## src/cfp_pkg.sv

```systemverilog
// shared constants, encodings and address mapping for the fetch pipeline core
package cfp_pkg;

  // ----------------------------------------------------------------
  // widths
  // ----------------------------------------------------------------
  localparam int PC_W    = 13;
  localparam int IMPL_W  = 12;
  localparam int WORD_W  = 14;
  localparam int DATA_W  = 8;
  localparam int DADDR_W = 9;
  localparam int GPR_DEPTH = 256;

  // ----------------------------------------------------------------
  // vectors and reset values
  // ----------------------------------------------------------------
  localparam logic [PC_W-1:0]   RESET_VEC    = 13'h0000;
  localparam logic [PC_W-1:0]   IRQ_VEC      = 13'h0004;
  localparam logic [DATA_W-1:0] STATUS_RESET = 8'h00;
  localparam logic [DATA_W-1:0] PTR_RESET    = 8'h00;
  localparam logic [DATA_W-1:0] WORK_RESET   = 8'h00;
  localparam logic [WORD_W-1:0] WORD_RESET   = 14'h0000;

  // ----------------------------------------------------------------
  // data map
  // ----------------------------------------------------------------
  localparam logic [6:0] SFR_END      = 7'h20;
  localparam logic [6:0] COMMON_LO    = 7'h70;
  localparam logic [6:0] ADDR_INDIRECT = 7'h00;
  localparam logic [6:0] ADDR_PCL     = 7'h02;
  localparam logic [6:0] ADDR_STATUS  = 7'h03;
  localparam logic [6:0] ADDR_PTR     = 7'h04;
  localparam int BANK_HI_BIT = 6;
  localparam int BANK_LO_BIT = 5;
  localparam logic [7:0] BANK1_BASE = 8'h60;
  localparam logic [7:0] BANK2_BASE = 8'hb0;

  // ----------------------------------------------------------------
  // instruction encoding
  // ----------------------------------------------------------------
  localparam logic [1:0] OPC_FILE = 2'h0;
  localparam logic [1:0] OPC_JUMP = 2'h2;
  localparam logic [1:0] OPC_LIT  = 2'h3;
  localparam logic [3:0] FOP_STORE = 4'h1;
  localparam logic [3:0] FOP_LOAD  = 4'h2;
  localparam logic [3:0] FOP_ADD   = 4'h3;
  localparam int DEST_BIT = 7;

  typedef enum logic [1:0] {PH_ONE, PH_TWO, PH_THREE, PH_FOUR} cfp_phase_e;

  // maps a 9-bit data address to {hit, storage index}
  // special slots hold no ram
  function automatic logic [8:0] cfp_gpr_map(input logic [DADDR_W-1:0] a);
    logic [6:0] low;
    logic [7:0] off;
    low = a[6:0];
    off = {1'b0, low} - {1'b0, SFR_END};
    if (low < SFR_END) begin
      cfp_gpr_map = 9'h000;
    end else if (low >= COMMON_LO) begin
      cfp_gpr_map = {1'b1, off};
    end else begin
      case (a[8:7])
        2'h0:    cfp_gpr_map = {1'b1, off};
        2'h1:    cfp_gpr_map = {1'b1, 8'(off + BANK1_BASE)};
        2'h2:    cfp_gpr_map = {1'b1, 8'(off + BANK2_BASE)};
        default: cfp_gpr_map = 9'h000;
      endcase
    end
  endfunction

endpackage

```

## src/cfp_data_if.sv

```systemverilog
// data memory port between the core and the banked ram
`timescale 1ns/100ps
interface cfp_data_if;
  logic [cfp_pkg::DADDR_W-1:0] addr;
  logic [cfp_pkg::DATA_W-1:0]  rd_data;
  logic                        wr_en;
  logic [cfp_pkg::DATA_W-1:0]  wr_data;

  modport core (output addr, output wr_en, output wr_data, input rd_data);
  modport ram  (input addr, input wr_en, input wr_data, output rd_data);
endinterface

```

## src/cfp_core.sv

```systemverilog
// fetch pipeline, program addressing and banked data access
`timescale 1ns/100ps
// What this block does
// - The clock is divided by four into non-overlapping phases one to four per cycle.
// - The program counter steps in phase one and the fetched word is latched in phase four.
// - Each word is fetched in one cycle and executed in the next, one per cycle.
// - The fetched word enters the instruction register in phase one and runs in phases two to four.
// - The data operand is read in phase two and the result written in phase four.
// - A counter-changing instruction discards the prefetched word and so takes two cycles.
// - The program counter is 13 bits, spanning 8K words of 14 bits.
// - Only 4K words exist and higher fetch addresses wrap onto them.
// - Execution starts at 0000h after reset and interrupts enter at 0004h.
// - Each of four banks begins with 32 special registers; banks zero to two follow them with ram.
// - Ram sits at 20h-7Fh, A0h-FFh, 120h-17Fh and 1F0h-1FFh.
// - The top 16 bytes of banks one to three alias common ram at 70h-7Fh.
// - Two status bits choose the bank as a binary number.
// - Any data location is reached directly or through the indirect pointer.
// - Reads of unimplemented data locations give zero.
module cfp_core (
  // clock and reset
  input  wire logic                         sys_clk,
  input  wire logic                         rst_n,
  input  wire logic                         clk_en,
  // program memory
  output logic [cfp_pkg::IMPL_W-1:0]        prog_addr,
  input  wire logic [cfp_pkg::WORD_W-1:0]   prog_word,
  // interrupt
  input  wire logic                         irq_req,
  output logic                              irq_taken,
  // visible state
  output logic [3:0]                        cycle_phase,
  output logic [cfp_pkg::DATA_W-1:0]        work_value,
  output logic [cfp_pkg::DATA_W-1:0]        status_value
);

  // ----------------------------------------------------------------
  // state
  // ----------------------------------------------------------------
  // 13-bit counter over 8k words
  logic [cfp_pkg::PC_W-1:0]   pc;
  logic [cfp_pkg::WORD_W-1:0] fetch_buf;
  logic                       fetch_valid;
  logic [cfp_pkg::WORD_W-1:0] ir;
  logic                       ir_valid;
  logic [cfp_pkg::DATA_W-1:0] ptr;
  logic [cfp_pkg::DATA_W-1:0] operand;
  logic                       irq_busy;

  cfp_data_if dmem ();

  // ----------------------------------------------------------------
  // submodules
  // ----------------------------------------------------------------
  cfp_phase_gen u_phase (
    .sys_clk (sys_clk),
    .rst_n   (rst_n),
    .clk_en  (clk_en),
    .phase   (cycle_phase)
  );

  cfp_data_ram u_ram (
    .sys_clk (sys_clk),
    .rst_n   (rst_n),
    .port    (dmem)
  );

  // ----------------------------------------------------------------
  // phase strobes
  // ----------------------------------------------------------------
  wire step_one  = clk_en & cycle_phase[0];
  wire step_two  = clk_en & cycle_phase[1];
  wire step_four = clk_en & cycle_phase[3];

  // ----------------------------------------------------------------
  // decode
  // ----------------------------------------------------------------
  wire [1:0] opc      = ir[13:12];
  wire [3:0] fop      = ir[11:8];
  wire       is_file  = ir_valid && (opc == cfp_pkg::OPC_FILE);
  wire       is_jump  = ir_valid && (opc == cfp_pkg::OPC_JUMP);
  wire       is_lit   = ir_valid && (opc == cfp_pkg::OPC_LIT);
  wire       to_file  = ir[cfp_pkg::DEST_BIT];
  wire [1:0] bank     = {status_value[cfp_pkg::BANK_HI_BIT], status_value[cfp_pkg::BANK_LO_BIT]};
  wire [6:0] dir_low  = ir[6:0];
  wire       use_ind  = dir_low == cfp_pkg::ADDR_INDIRECT;
  wire [cfp_pkg::PC_W-1:0] jump_target = {pc[12:11], ir[10:0]};

  // ----------------------------------------------------------------
  // data addressing
  // ----------------------------------------------------------------
  // bank bits above instruction bits
  wire [8:0] dir_addr = {bank, dir_low};
  // pointer path for the indirect slot
  wire [8:0] ind_addr = {bank[1], ptr};
  wire [8:0] eff_addr = use_ind ? ind_addr : dir_addr;
  wire [6:0] eff_low  = eff_addr[6:0];
  // an indirect access through a pointer to the indirect slot finds nothing
  wire       at_ind   = eff_low == cfp_pkg::ADDR_INDIRECT;
  wire       at_pcl   = eff_low == cfp_pkg::ADDR_PCL;
  wire       at_stat  = eff_low == cfp_pkg::ADDR_STATUS;
  wire       at_ptr   = eff_low == cfp_pkg::ADDR_PTR;
  wire       core_sfr = at_pcl | at_stat | at_ptr;

  // core registers mirror in every bank
  // other special slots read as zero
  wire [7:0] core_rd  = at_pcl  ? pc[7:0] :
                        at_stat ? status_value :
                        at_ptr  ? ptr : 8'h00;
  wire [7:0] read_val = at_ind ? 8'h00 : (core_sfr ? core_rd : dmem.rd_data);

  // ----------------------------------------------------------------
  // execute
  // ----------------------------------------------------------------
  wire       do_add   = is_file && (fop == cfp_pkg::FOP_ADD);
  wire       do_store = is_file && (fop == cfp_pkg::FOP_STORE);
  wire       do_load  = is_file && (fop == cfp_pkg::FOP_LOAD);
  wire [7:0] sum      = 8'(operand + work_value);
  wire [7:0] result   = do_add ? sum : work_value;
  wire       file_wr  = do_store | (do_add & to_file);
  wire       work_wr  = do_load | is_lit | (do_add & ~to_file);
  wire [7:0] work_in  = is_lit ? ir[7:0] : (do_load ? operand : sum);
  // pcl is kept read-only so file writes never move the counter
  wire       wr_stat  = file_wr && at_stat;
  wire       wr_ptr   = file_wr && at_ptr;
  wire       irq_go   = irq_req && !irq_busy && !is_jump;
  wire       flush    = is_jump | irq_go;

  // ram write strobe only in phase four
  assign dmem.addr    = eff_addr;
  assign dmem.wr_en   = step_four & file_wr & ~core_sfr & ~at_ind;
  assign dmem.wr_data = result;

  // ----------------------------------------------------------------
  // program counter
  // ----------------------------------------------------------------
  // increment in phase one
  always_ff @(posedge sys_clk or negedge rst_n) begin
    if (!rst_n) begin
      pc <= cfp_pkg::RESET_VEC;
    end else if (step_one) begin
      pc <= 13'(pc + 13'h0001);
    end else if (step_four && is_jump) begin
      pc <= jump_target;
    end else if (step_four && irq_go) begin
      pc <= cfp_pkg::IRQ_VEC;
    end
  end

  // drop the unbuilt upper half so fetches wrap
  always_ff @(posedge sys_clk or negedge rst_n) begin
    if (!rst_n) begin
      prog_addr <= cfp_pkg::RESET_VEC[cfp_pkg::IMPL_W-1:0];
    end else if (step_one) begin
      prog_addr <= pc[cfp_pkg::IMPL_W-1:0];
    end
  end

  // ----------------------------------------------------------------
  // fetch and instruction register
  // ----------------------------------------------------------------
  // latch fetched word in phase four
  // a redirect marks the prefetch as discarded
  always_ff @(posedge sys_clk or negedge rst_n) begin
    if (!rst_n) begin
      fetch_buf   <= cfp_pkg::WORD_RESET;
      fetch_valid <= 1'b0;
    end else if (step_four) begin
      fetch_buf   <= prog_word;
      fetch_valid <= ~flush;
    end
  end

  // execute what the previous cycle fetched
  // load instruction register in phase one
  always_ff @(posedge sys_clk or negedge rst_n) begin
    if (!rst_n) begin
      ir       <= cfp_pkg::WORD_RESET;
      ir_valid <= 1'b0;
    end else if (step_one) begin
      ir       <= fetch_buf;
      ir_valid <= fetch_valid;
    end
  end

  // ----------------------------------------------------------------
  // data operand and results
  // ----------------------------------------------------------------
  // operand read in phase two
  always_ff @(posedge sys_clk or negedge rst_n) begin
    if (!rst_n) begin
      operand <= 8'h00;
    end else if (step_two) begin
      operand <= read_val;
    end
  end

  always_ff @(posedge sys_clk or negedge rst_n) begin
    if (!rst_n) begin
      work_value   <= cfp_pkg::WORK_RESET;
      status_value <= cfp_pkg::STATUS_RESET;
      ptr          <= cfp_pkg::PTR_RESET;
    end else if (step_four) begin
      if (work_wr) begin
        work_value <= work_in;
      end
      if (wr_stat) begin
        status_value <= result;
      end
      if (wr_ptr) begin
        ptr <= result;
      end
    end
  end

  // ----------------------------------------------------------------
  // interrupt entry
  // ----------------------------------------------------------------
  // enter once per request level; a jump in flight goes first
  always_ff @(posedge sys_clk or negedge rst_n) begin
    if (!rst_n) begin
      irq_busy  <= 1'b0;
      irq_taken <= 1'b0;
    end else if (clk_en) begin
      irq_taken <= step_four & irq_go;
      if (step_four && irq_go) begin
        irq_busy <= 1'b1;
      end else if (!irq_req) begin
        irq_busy <= 1'b0;
      end
    end
  end

  // ----------------------------------------------------------------
  // checks
  // ----------------------------------------------------------------
  // counter steps by one
  a_pc_step: assert property (@(posedge sys_clk) disable iff (!rst_n)
    step_one |=> pc == 13'($past(pc) + 13'h0001))
    else $error("program counter did not step in phase one");

  a_addr_wrap: assert property (@(posedge sys_clk) disable iff (!rst_n)
    step_one |=> prog_addr == $past(pc[11:0]))
    else $error("fetch address not wrapped counter");

  a_ir_load: assert property (@(posedge sys_clk) disable iff (!rst_n)
    step_one |=> (ir == $past(fetch_buf)) && (ir_valid == $past(fetch_valid)))
    else $error("instruction register missed prefetch");

  a_jump_flush: assert property (@(posedge sys_clk) disable iff (!rst_n)
    (step_four && is_jump) |=> !fetch_valid && pc == $past(jump_target))
    else $error("jump did not flush and redirect");

  a_irq_vector: assert property (@(posedge sys_clk) disable iff (!rst_n)
    (step_four && irq_go) |=> pc == cfp_pkg::IRQ_VEC && irq_taken && !fetch_valid)
    else $error("interrupt did not enter vector");

  // ram writes only in phase four
  a_write_phase: assert property (@(posedge sys_clk) disable iff (!rst_n)
    dmem.wr_en |-> cycle_phase == 4'h8 && clk_en)
    else $error("data write outside phase four");

  a_operand_read: assert property (@(posedge sys_clk) disable iff (!rst_n)
    step_two |=> operand == $past(read_val))
    else $error("operand not captured in phase two");

  a_direct_addr: assert property (@(posedge sys_clk) disable iff (!rst_n)
    (is_file && !use_ind)
      |-> dmem.addr == {status_value[6], status_value[5], ir[6:0]})
    else $error("direct address missing bank bits");

  a_irq_pulse: assert property (@(posedge sys_clk) disable iff (!rst_n)
    (irq_taken && clk_en) |=> !irq_taken)
    else $error("interrupt entry pulse too long");

  a_sfr_zero: assert property (@(posedge sys_clk) disable iff (!rst_n)
    (step_two && (eff_low < cfp_pkg::SFR_END) && !core_sfr) |=> operand == 8'h00)
    else $error("empty special slot read nonzero");

  a_bank3_zero: assert property (@(posedge sys_clk) disable iff (!rst_n)
    (step_two && (eff_addr[8:7] == 2'h3) && (eff_low >= cfp_pkg::SFR_END)
      && (eff_low < cfp_pkg::COMMON_LO)) |=> operand == 8'h00)
    else $error("bank three gap read nonzero");

  // results change only on phase four
  a_result_phase: assert property (@(posedge sys_clk) disable iff (!rst_n)
    !step_four |=> $stable(work_value) && $stable(status_value) && $stable(ptr))
    else $error("result written outside phase four");

  a_pc_hold: assert property (@(posedge sys_clk) disable iff (!rst_n)
    (step_four && !is_jump && !irq_go) |=> pc == $past(pc))
    else $error("counter moved without a jump");

endmodule

```

## src/cfp_data_ram.sv

```systemverilog
// banked general purpose ram with shared common window
`timescale 1ns/100ps
module cfp_data_ram (
  // clock
  input  wire logic sys_clk,
  input  wire logic rst_n,
  // access port
  cfp_data_if.ram   port
);

  logic [cfp_pkg::DATA_W-1:0] mem [cfp_pkg::GPR_DEPTH];
  wire  [8:0]                 map = cfp_pkg::cfp_gpr_map(port.addr);
  wire                        hit = map[8];
  wire  [7:0]                 idx = map[7:0];

  // ----------------------------------------------------------------
  // read and write
  // ----------------------------------------------------------------
  // unmapped reads give zero
  assign port.rd_data = hit ? mem[idx] : 8'h00;

  always_ff @(posedge sys_clk) begin
    if (port.wr_en && hit) begin
      mem[idx] <= port.wr_data;
    end
  end

  a_common_alias: assert property (@(posedge sys_clk) disable iff (!rst_n)
    (port.addr[6:0] >= cfp_pkg::COMMON_LO)
      |-> hit && (idx == 8'(port.addr[6:0] - cfp_pkg::SFR_END)))
    else $error("common window not aliased");

  // bank three holds only the window
  a_bank3_gap: assert property (@(posedge sys_clk) disable iff (!rst_n)
    (port.addr[8:7] == 2'h3 && port.addr[6:0] < cfp_pkg::COMMON_LO) |-> !hit)
    else $error("bank three gap decoded as ram");

endmodule

```

## src/cfp_phase_gen.sv

```systemverilog
// divides the clock into four one-hot instruction phases
`timescale 1ns/100ps
module cfp_phase_gen (
  // clock and reset
  input  wire logic       sys_clk,
  input  wire logic       rst_n,
  input  wire logic       clk_en,
  // phases
  output logic [3:0]      phase
);

  cfp_pkg::cfp_phase_e state;
  cfp_pkg::cfp_phase_e next_state;
  logic [3:0]          next_phase;

  // ----------------------------------------------------------------
  // phase sequence
  // ----------------------------------------------------------------
  // divide by four
  always_comb begin
    case (state)
      cfp_pkg::PH_ONE:   next_state = cfp_pkg::PH_TWO;
      cfp_pkg::PH_TWO:   next_state = cfp_pkg::PH_THREE;
      cfp_pkg::PH_THREE: next_state = cfp_pkg::PH_FOUR;
      default:           next_state = cfp_pkg::PH_ONE;
    endcase
    next_phase = 4'h1 << next_state;
  end

  // one-hot kept in flops so the phases never overlap or glitch
  always_ff @(posedge sys_clk or negedge rst_n) begin
    if (!rst_n) begin
      state <= cfp_pkg::PH_ONE;
      phase <= 4'h1;
    end else if (clk_en) begin
      state <= next_state;
      phase <= next_phase;
    end
  end

  a_phase_rotate: assert property (@(posedge sys_clk) disable iff (!rst_n)
    clk_en |=> (phase == {$past(phase[2:0]), $past(phase[3])}) && $onehot(phase))
    else $error("phase did not advance one step");

endmodule

```

## config.mk

```make
export PLATFORM = sky130hd
export DESIGN_NAME = cfp_core
export DESIGN_NICKNAME = d
export VERILOG_FILES = /design/src/cfp_pkg.sv /design/src/cfp_data_if.sv /design/src/cfp_core.sv /design/src/cfp_data_ram.sv /design/src/cfp_phase_gen.sv
export SDC_FILE = /design/constraint.sdc
export NUM_CORES = 2
export LEC_CHECK = 0
export BUFFER_PORTS_ARGS = -buffer_cell sky130_fd_sc_hd__buf_4
export CORE_ASPECT_RATIO = 0.5
export CORE_MARGIN = 2
export CORE_UTILIZATION = 57
export DETAILED_ROUTE_END_ITERATION = 8
export PLACE_DENSITY_LB_ADDON = 0.05
export SYNTH_ARGS = -nofsm -noshare
export SYNTH_HDL_FRONTEND = slang
export SYNTH_SLANG_ARGS = --single-unit
```

## constraint.sdc

```tcl
create_clock -name sys_clk -period 5.29 [get_ports sys_clk]
set_input_delay 0.529 -clock sys_clk [delete_from_list [all_inputs] [get_ports sys_clk]]
set_output_delay 0.529 -clock sys_clk [all_outputs]
set_load 0.01 [all_outputs]
```

# Word level (Yosys, flattened, before mapping)
# Memory sizes are Yosys's and may differ from the RTL's.
# Cells that the tools add are included.
[word_totals]
n_memories = 1
romBits = 0
latchBits = 0
wordCells = 105
output_inout_bits = 33
regBits = 95
in_bits = 18
ram_bits = 2048
[mem_list]
columns = ["memory", "words", "word_bits", "read_ports", "rd_clocked_by_memory_dff", "write_ports", "line", "source"]
rows = [
  ["u_ram.mem", 256, 8, 1, 0, 1, "cfp_data_ram.sv:11", "logic [cfp_pkg::DATA_W-1:0] mem [cfp_pkg::GPR_DEPTH];"],
]
[op_classes]
n_addsub = 5
n_shift = 1
bitwise = 19
mul = 0
muxes = 21
reduce_logical = 27
order_cmp = 2
eq_ne = 14
div = 0
[op_table]
columns = ["operator", "count"]
rows = [
  ["two-way mux 8 bit", 10],
  ["two-way mux 13 bit", 3],
  ["one-hot mux 9 bit (3 select lines)", 1],
  ["two-way mux 9 bit", 2],
  ["equality test 7 x 2 -> 1 bit, second input constant", 2],
  ["zero test 7 bit", 2],
  ["adder 13 x 1 -> 13 bit, second input constant", 1],
  ["logical AND 1 bit", 13],
  ["AND reduction 2 bit", 5],
  ["bitwise AND 1 bit", 9],
  ["adder 8 x 7 -> 8 bit, second input constant", 1],
  ["adder 8 bit", 1],
  ["adder 8 bit, second input constant", 1],
  ["equality test 2 bit, second input constant", 4],
  ["equality test 4 x 2 -> 1 bit, second input constant", 2],
  ["subtractor 7 x 6 -> 8 bit, second input constant", 1],
  ["equality test 7 x 3 -> 1 bit, second input constant", 1],
  [">= comparator 7 bit, second input constant", 1],
  ["< comparator 7 x 6 -> 1 bit, second input constant", 1],
  ["zero test 2 bit", 3],
  ["OR 1 bit", 6],
  ["one-hot mux 2 bit (3 select lines)", 1],
  ["equality test 2 x 1 -> 1 bit, second input constant", 2],
  ["equality test 4 x 1 -> 1 bit, second input constant", 1],
  ["8 further kinds", 15],
]

# Longest topological paths before layout
[logic_depth]
word_depth = 11
depth_mapped = 20
mapped_depth_nobuf = 14

# Cells and area by module
# Synthesis repeated with hierarchy kept, for this count alone.
[unflattened]
cells_unflattened = 6100
area_unflattened_um2 = 88671.3
[modules_own_cells]
columns = ["module", "cells_per_inst", "area_each_um2", "seq_area_each_um2", "instances"]
rows = [
  ["cfp_data_ram", 5543, 83620.2, 61499.0, 1],
  ["cfp_core", 536, 4752.1, 2202.1, 1],
  ["cfp_phase_gen", 21, 299.0, 151.4, 1],
]

# Worst setup path after synthesis
# OpenSTA, ideal clock, no wires.
[synth_timing]
path_kind = "flip-flop to flip-flop"
startpoint = "register work_value[0] in the netlist's numbering"
endpoint = "memory u_ram.mem[0][6] in the netlist's numbering, data pin"
t_arrival_ns = 4.550
path_buffers = 0
path_slack_ns = -0.030
path_stages_with_launch = 12
required_time_ns = 4.520
setup_ns = 0.770
period_less_slack_ns = 5.320
path_cell_list = "dfrtp_1 ha_1 inv_1 fa_1 inv_1 a21oi_1 o21bai_1 a21o_1 a21oi_1 xnor2_1 mux2i_1 inv_1"
[synth_via]
elab_chain_cells = 2
[synth_rtl]
columns = ["element", "line", "source"]
rows = [
  ["start: declaration", "cfp_core.sv:32", "output logic [cfp_pkg::DATA_W-1:0] work_value,"],
  ["start signal: assignment", "cfp_core.sv:199", "work_value <= cfp_pkg::WORK_RESET;"],
  ["start signal: assignment", "cfp_core.sv:204", "work_value <= work_in;"],
  ["adder 8 bit", "cfp_core.sv:117", "wire [7:0] sum = 8'(operand + work_value);"],
  ["two-way mux 8 bit", "cfp_core.sv:118", "wire [7:0] result = do_add ? sum : work_value;"],
  ["via dmem.wr_data, one bit", "cfp_data_if.sv:7", "logic [cfp_pkg::DATA_W-1:0] wr_data;"],
  ["end: declaration", "cfp_data_ram.sv:11", ""],
]
# The timed path passes the listed nets, and every way through them passes these cells.

# Worst setup path in the final report
[layout_timing]
startpoint = "register ir[3] in the netlist's numbering"
endpoint = "register operand[2] in the netlist's numbering"
[layout_via]
elab_chain_cells = 11
word_cells_on_any_way = 26
cone_classes = "add/sub (3); order compare (2); eq/ne (5); mux (10); bitwise (2); reduce/logical (3); memory (1)"
[layout_rtl]
columns = ["element", "line", "source"]
rows = [
  ["start: declaration", "cfp_core.sv:43", "logic [cfp_pkg::WORD_W-1:0] ir;"],
  ["start signal: assignment", "cfp_core.sv:177", "ir <= cfp_pkg::WORD_RESET;"],
  ["start signal: assignment", "cfp_core.sv:180", "ir <= fetch_buf;"],
  ["zero test 7 bit", "cfp_core.sv:85", "wire use_ind = dir_low == cfp_pkg::ADDR_INDIRECT;"],
  ["two-way mux 8 bit (*)", "cfp_core.sv:95", "wire [8:0] eff_addr = use_ind ? ind_addr : dir_addr;"],
  ["subtractor 7 x 6 -> 8 bit", "cfp_pkg.sv:57", "off = {1'b0, low} - {1'b0, SFR_END};"],
  ["adder 8 bit / adder 8 x 7 -> 8 bit (equally long branches)", "cfp_pkg.sv:66, cfp_pkg.sv:65", ""],
  ["one-hot mux 9 bit (3 select lines)", "cfp_pkg.sv:63", "case (a[8:7])"],
  ["two-way mux 9 bit", "cfp_pkg.sv:60", "end else if (low >= COMMON_LO) begin"],
  ["two-way mux 9 bit", "cfp_pkg.sv:58", "if (low < SFR_END) begin"],
  ["memory read (256 x 8 bit)", "-", ""],
  ["two-way mux 8 bit", "cfp_data_ram.sv:20", "assign port.rd_data = hit ? mem[idx] : 8'h00;"],
  ["two-way mux 8 bit", "cfp_core.sv:109", "wire [7:0] read_val = at_ind ? 8'h00 : (core_sfr ? core_rd : dmem.rd_data);"],
  ["two-way mux 8 bit (*)", "cfp_core.sv:109", ""],
  ["end signal: assignment", "cfp_core.sv:193", "operand <= read_val;"],
  ["end: declaration", "cfp_core.sv:46", "logic [cfp_pkg::DATA_W-1:0] operand;"],
]
# Every way passes the cells marked *; elsewhere a longest branch is shown, timed or not.
# A chain may end at the register's enable or synchronous reset.

==> metrics.cfg <==
[timing]
grt_setup_unrepaired=yes
final-setup-viol-count=0
fin_hold_ws_ps=82.9
fin_ws_ps=6.46
hold_viol=0
slew_viol_final=0
period_minus_slack_ps=5280
fin_setup_tns_ps=0
slew_headroom_pct=25.3
max_slew.worst_pin.slew_ps=1120
fmax_mhz=189
finalCritPeriodShare_pct=99.9
finClkSkew_ps=55.9

[clock_network]
cts_made_buffers=186
cts_buffer_depth=4
htreeDepth=4
clock-sinks=2142
cts_root_buffer=clkbuf_16
insertion_delay_ps=840
cts.clk_slew.worst_paths_ps=70
cts_tree=yes

[drt]
wire_per_inst_um=34.6
wirelength_um=260000
drtAntennaViolNets=0
drt-pass1-iter-count=8
avgViaCountPerCell=6.98
first_iter_violations=8974
remaining_drc_errors=0
vias=52496

[critical_path]
cp-startpoint=ir[3]$_DFFE_PN0P_
reg2reg_to=operand[2]$_DFFE_PN0P_
reg2reg_slack_ps=6
critPathKind=reg -> reg
cpPeakStageDelay_ps=640
crit_required_ps=6020
rr_worst_depth=15
cpMaxStageDelayCell=o21ai_0
crit_path_end_kind=register
critPathArrivalTime_ps=6020
cp_cell_sequence=nor4_4, buf_4, a31o_2, inv_2, ha_1, xor2_1, and4_1, o21ai_0, a21o_2, or3_1, o22ai_1, a2111oi_1, buf_4, o31ai_1, o31ai_1
path_max_fanout=11
worstReg2RegStart=ir[3]$_DFFE_PN0P_
startpoint_type=register

[yosys]
synth_edf_count=2048
synth_fa_ha_area_share_pct=0.288
synth_top_family_by_area=compound AO/OA/AOI/OAI gates
yosysUniqueCellTypes=78
ys_warn_count=0
yosysMostFrequentCell=edfxtp_1
yosys.area_share.simple_pct=3.79
netlist_area_um2=80700
synth_compound_area_share_pct=14.0
seq_area_frac_synth_pct=79.1
muxShareOfSynthArea_pct=0.624
syn_area_per_cell_um2=15.7
synth_xor_area_share_pct=0.0868
syn_nets=5166
synthArstFlopShare_pct=4.39
synth_flop_cell=edfxtp_1
synth.top_cell.area_share_pct=76.2
syn-instance-count=5130
synth.area.top_cells=edfxtp_1, o22ai_1, o21ai_0
synth_top_area_cell=edfxtp_1
netlist_top_cells_count=edfxtp_1, o22ai_1, o21ai_0
synth_seq_cells=2142

[finish]
drive_above_1_share_pct=15.6
final.fill_count=9766
finalNetCount=5529
post-route-util_pct=66.2
area_growth_pct=14.9

[placement]
place.gp.congestion=0.962
io_buffers=50
dp_hpwl_um=165000
dp_slack_ps=-364

[global_routing]
grt_antenna_before_repair=10
grt_max_degree=139
globalRouteTotalUtil_pct=35.3
first_global_vias=49277
grt-ovfl-total=0
grt_pass1_wl_um=364000

[hold_path]
worst_hold_path.endpoint=u_phase.state[0]$_DFFE_PN0P_
min-delay-start=clk_en
min_delay_path_depth=2
holdCritPathClass=in -> reg

[flow_run]
max_cap_viol_count=0

[power_and_ir_drop]
powerDensity_nw_per_um2=509
p_leak_nw=28.1
ir_drop_v=0.000361
power_mw=47.3

[floorplanning]
num_rows=97
die_w_um=536
core_area_um2=140000
die_h_um=270
dieArea_um2=145000
io_pins=51
start_util_pct=57.6

[outcome]
status=complete, no violations

worst max-delay path by stage:
stage / slack [ps] / end
floorplan: 120 / u_ram.mem[0][5]$_DFFE_PP_
global placement: -230 / operand[0]$_DFFE_PN0P_
detailed placement: -360 / operand[0]$_DFFE_PN0P_
CTS: 50 / operand[6]$_DFFE_PN0P_
global route: -20 / operand[5]$_DFFE_PN0P_
finish: 6 / operand[2]$_DFFE_PN0P_
stage by stage:
step | cell area (µm²) | cells
after global routing | 92800 | 7518
final | 92800 | 7519
after detailed placement | 86300 | 7157
after global placement | 86300 | 7157
after floorplan | 80700 | 5130
after CTS | 92500 | 7504
sequential cells by signal (all words and copies together) (netlist names):
name,flops
prog_addr,12
u_phase.phase,4
fetch_valid,1
operand,8
fetch_buf,14
status_value,8
work_value,8
ir,14
ptr,8
pc,12
u_phase.state,2
irq_taken,1
irq_busy,1
u_ram.mem,2048
ir_valid,1
logic make-up after synthesis:
| group | Yosys count |
|---|---|
| buffers and inverters | 400 |
| multiplexers | 47 |
| adder cells (fa/ha/maj) | 18 |
| XOR/XNOR | 8 |
| AND/OR/NAND/NOR | 703 |
| AO/OA/AOI/OAI | 1812 |
| flip-flops | 2142 |
critical path, delay by kind of cell (launching register included):
kind            cells  cell delay [ps]
compound gates      7             2720
simple gates        3             1080
buf+inv             3              610
flops               1              410
fa+ha+maj           1              230
xor+xnor            1              160
placed cells by master (no fill, tap or decap), drive strengths merged, types with 20 or more instances in the layout:
master,synthesis,routed
a41oi,68,68
edfxtp,2048,2048
a211o,23,23
a21oi,98,98
nor3,20,20
dfrtp,93,93
o22ai,895,895
mux2i,20,20
clkbuf,195,231
o21ai,499,500
mux2,27,27
clkinv,0,68
a221oi,29,29
nand3,31,31
nand4,44,44
nor2,347,347
bufinv,0,22
buf,175,526
inv,30,33
a22oi,65,65
nor4,25,25
nand2,185,185
cell type report:
class	instances	area, µm²	share of cell area (%)
inverter	30	156	0.169
antenna	2	5.00	0.00539
timing repair buffer	544	4910	5.29
clock inverter	102	1090	1.18
multi-input combinational	2589	15600	16.8
tap	1881	2350	2.54
sequential	2142	63900	68.8
clock buffer	229	4880	5.25
metal layers:
layer | routed length, µm | share of wire (%) | track usage [%]
met5 | 35 | 0.013 | 0
met4 | 6760 | 2.6 | 8.33
met3 | 39100 | 15 | 12.2
met2 | 111000 | 43 | 49.9
met1 | 103000 | 40 | 53.1
power by group:
group / switching [mW] / internal [mW] / total, mW / leakage [nW]
clock network: 6.15 / 7.64 / 13.8 / 2.89
registers: 0.284 / 19.9 / 20.2 / 18.3
logic: 9.71 / 3.62 / 13.3 / 6.94
total: 16.1 / 31.1 / 47.3 / 28.1
repair_timing:
action | 4_1_cts | 5_1_grt
hold endpoints to repair | 80 | 0
hold buffers | 16 | 0
gates cloned | 0 | 3
pin swaps | 1 | 11
setup buffers | 0 | 10
endpoints found under the setup margin | 4 | 8
resized for setup | 10 | 37
No activity file was read; power rests on OpenSTA's default activity.
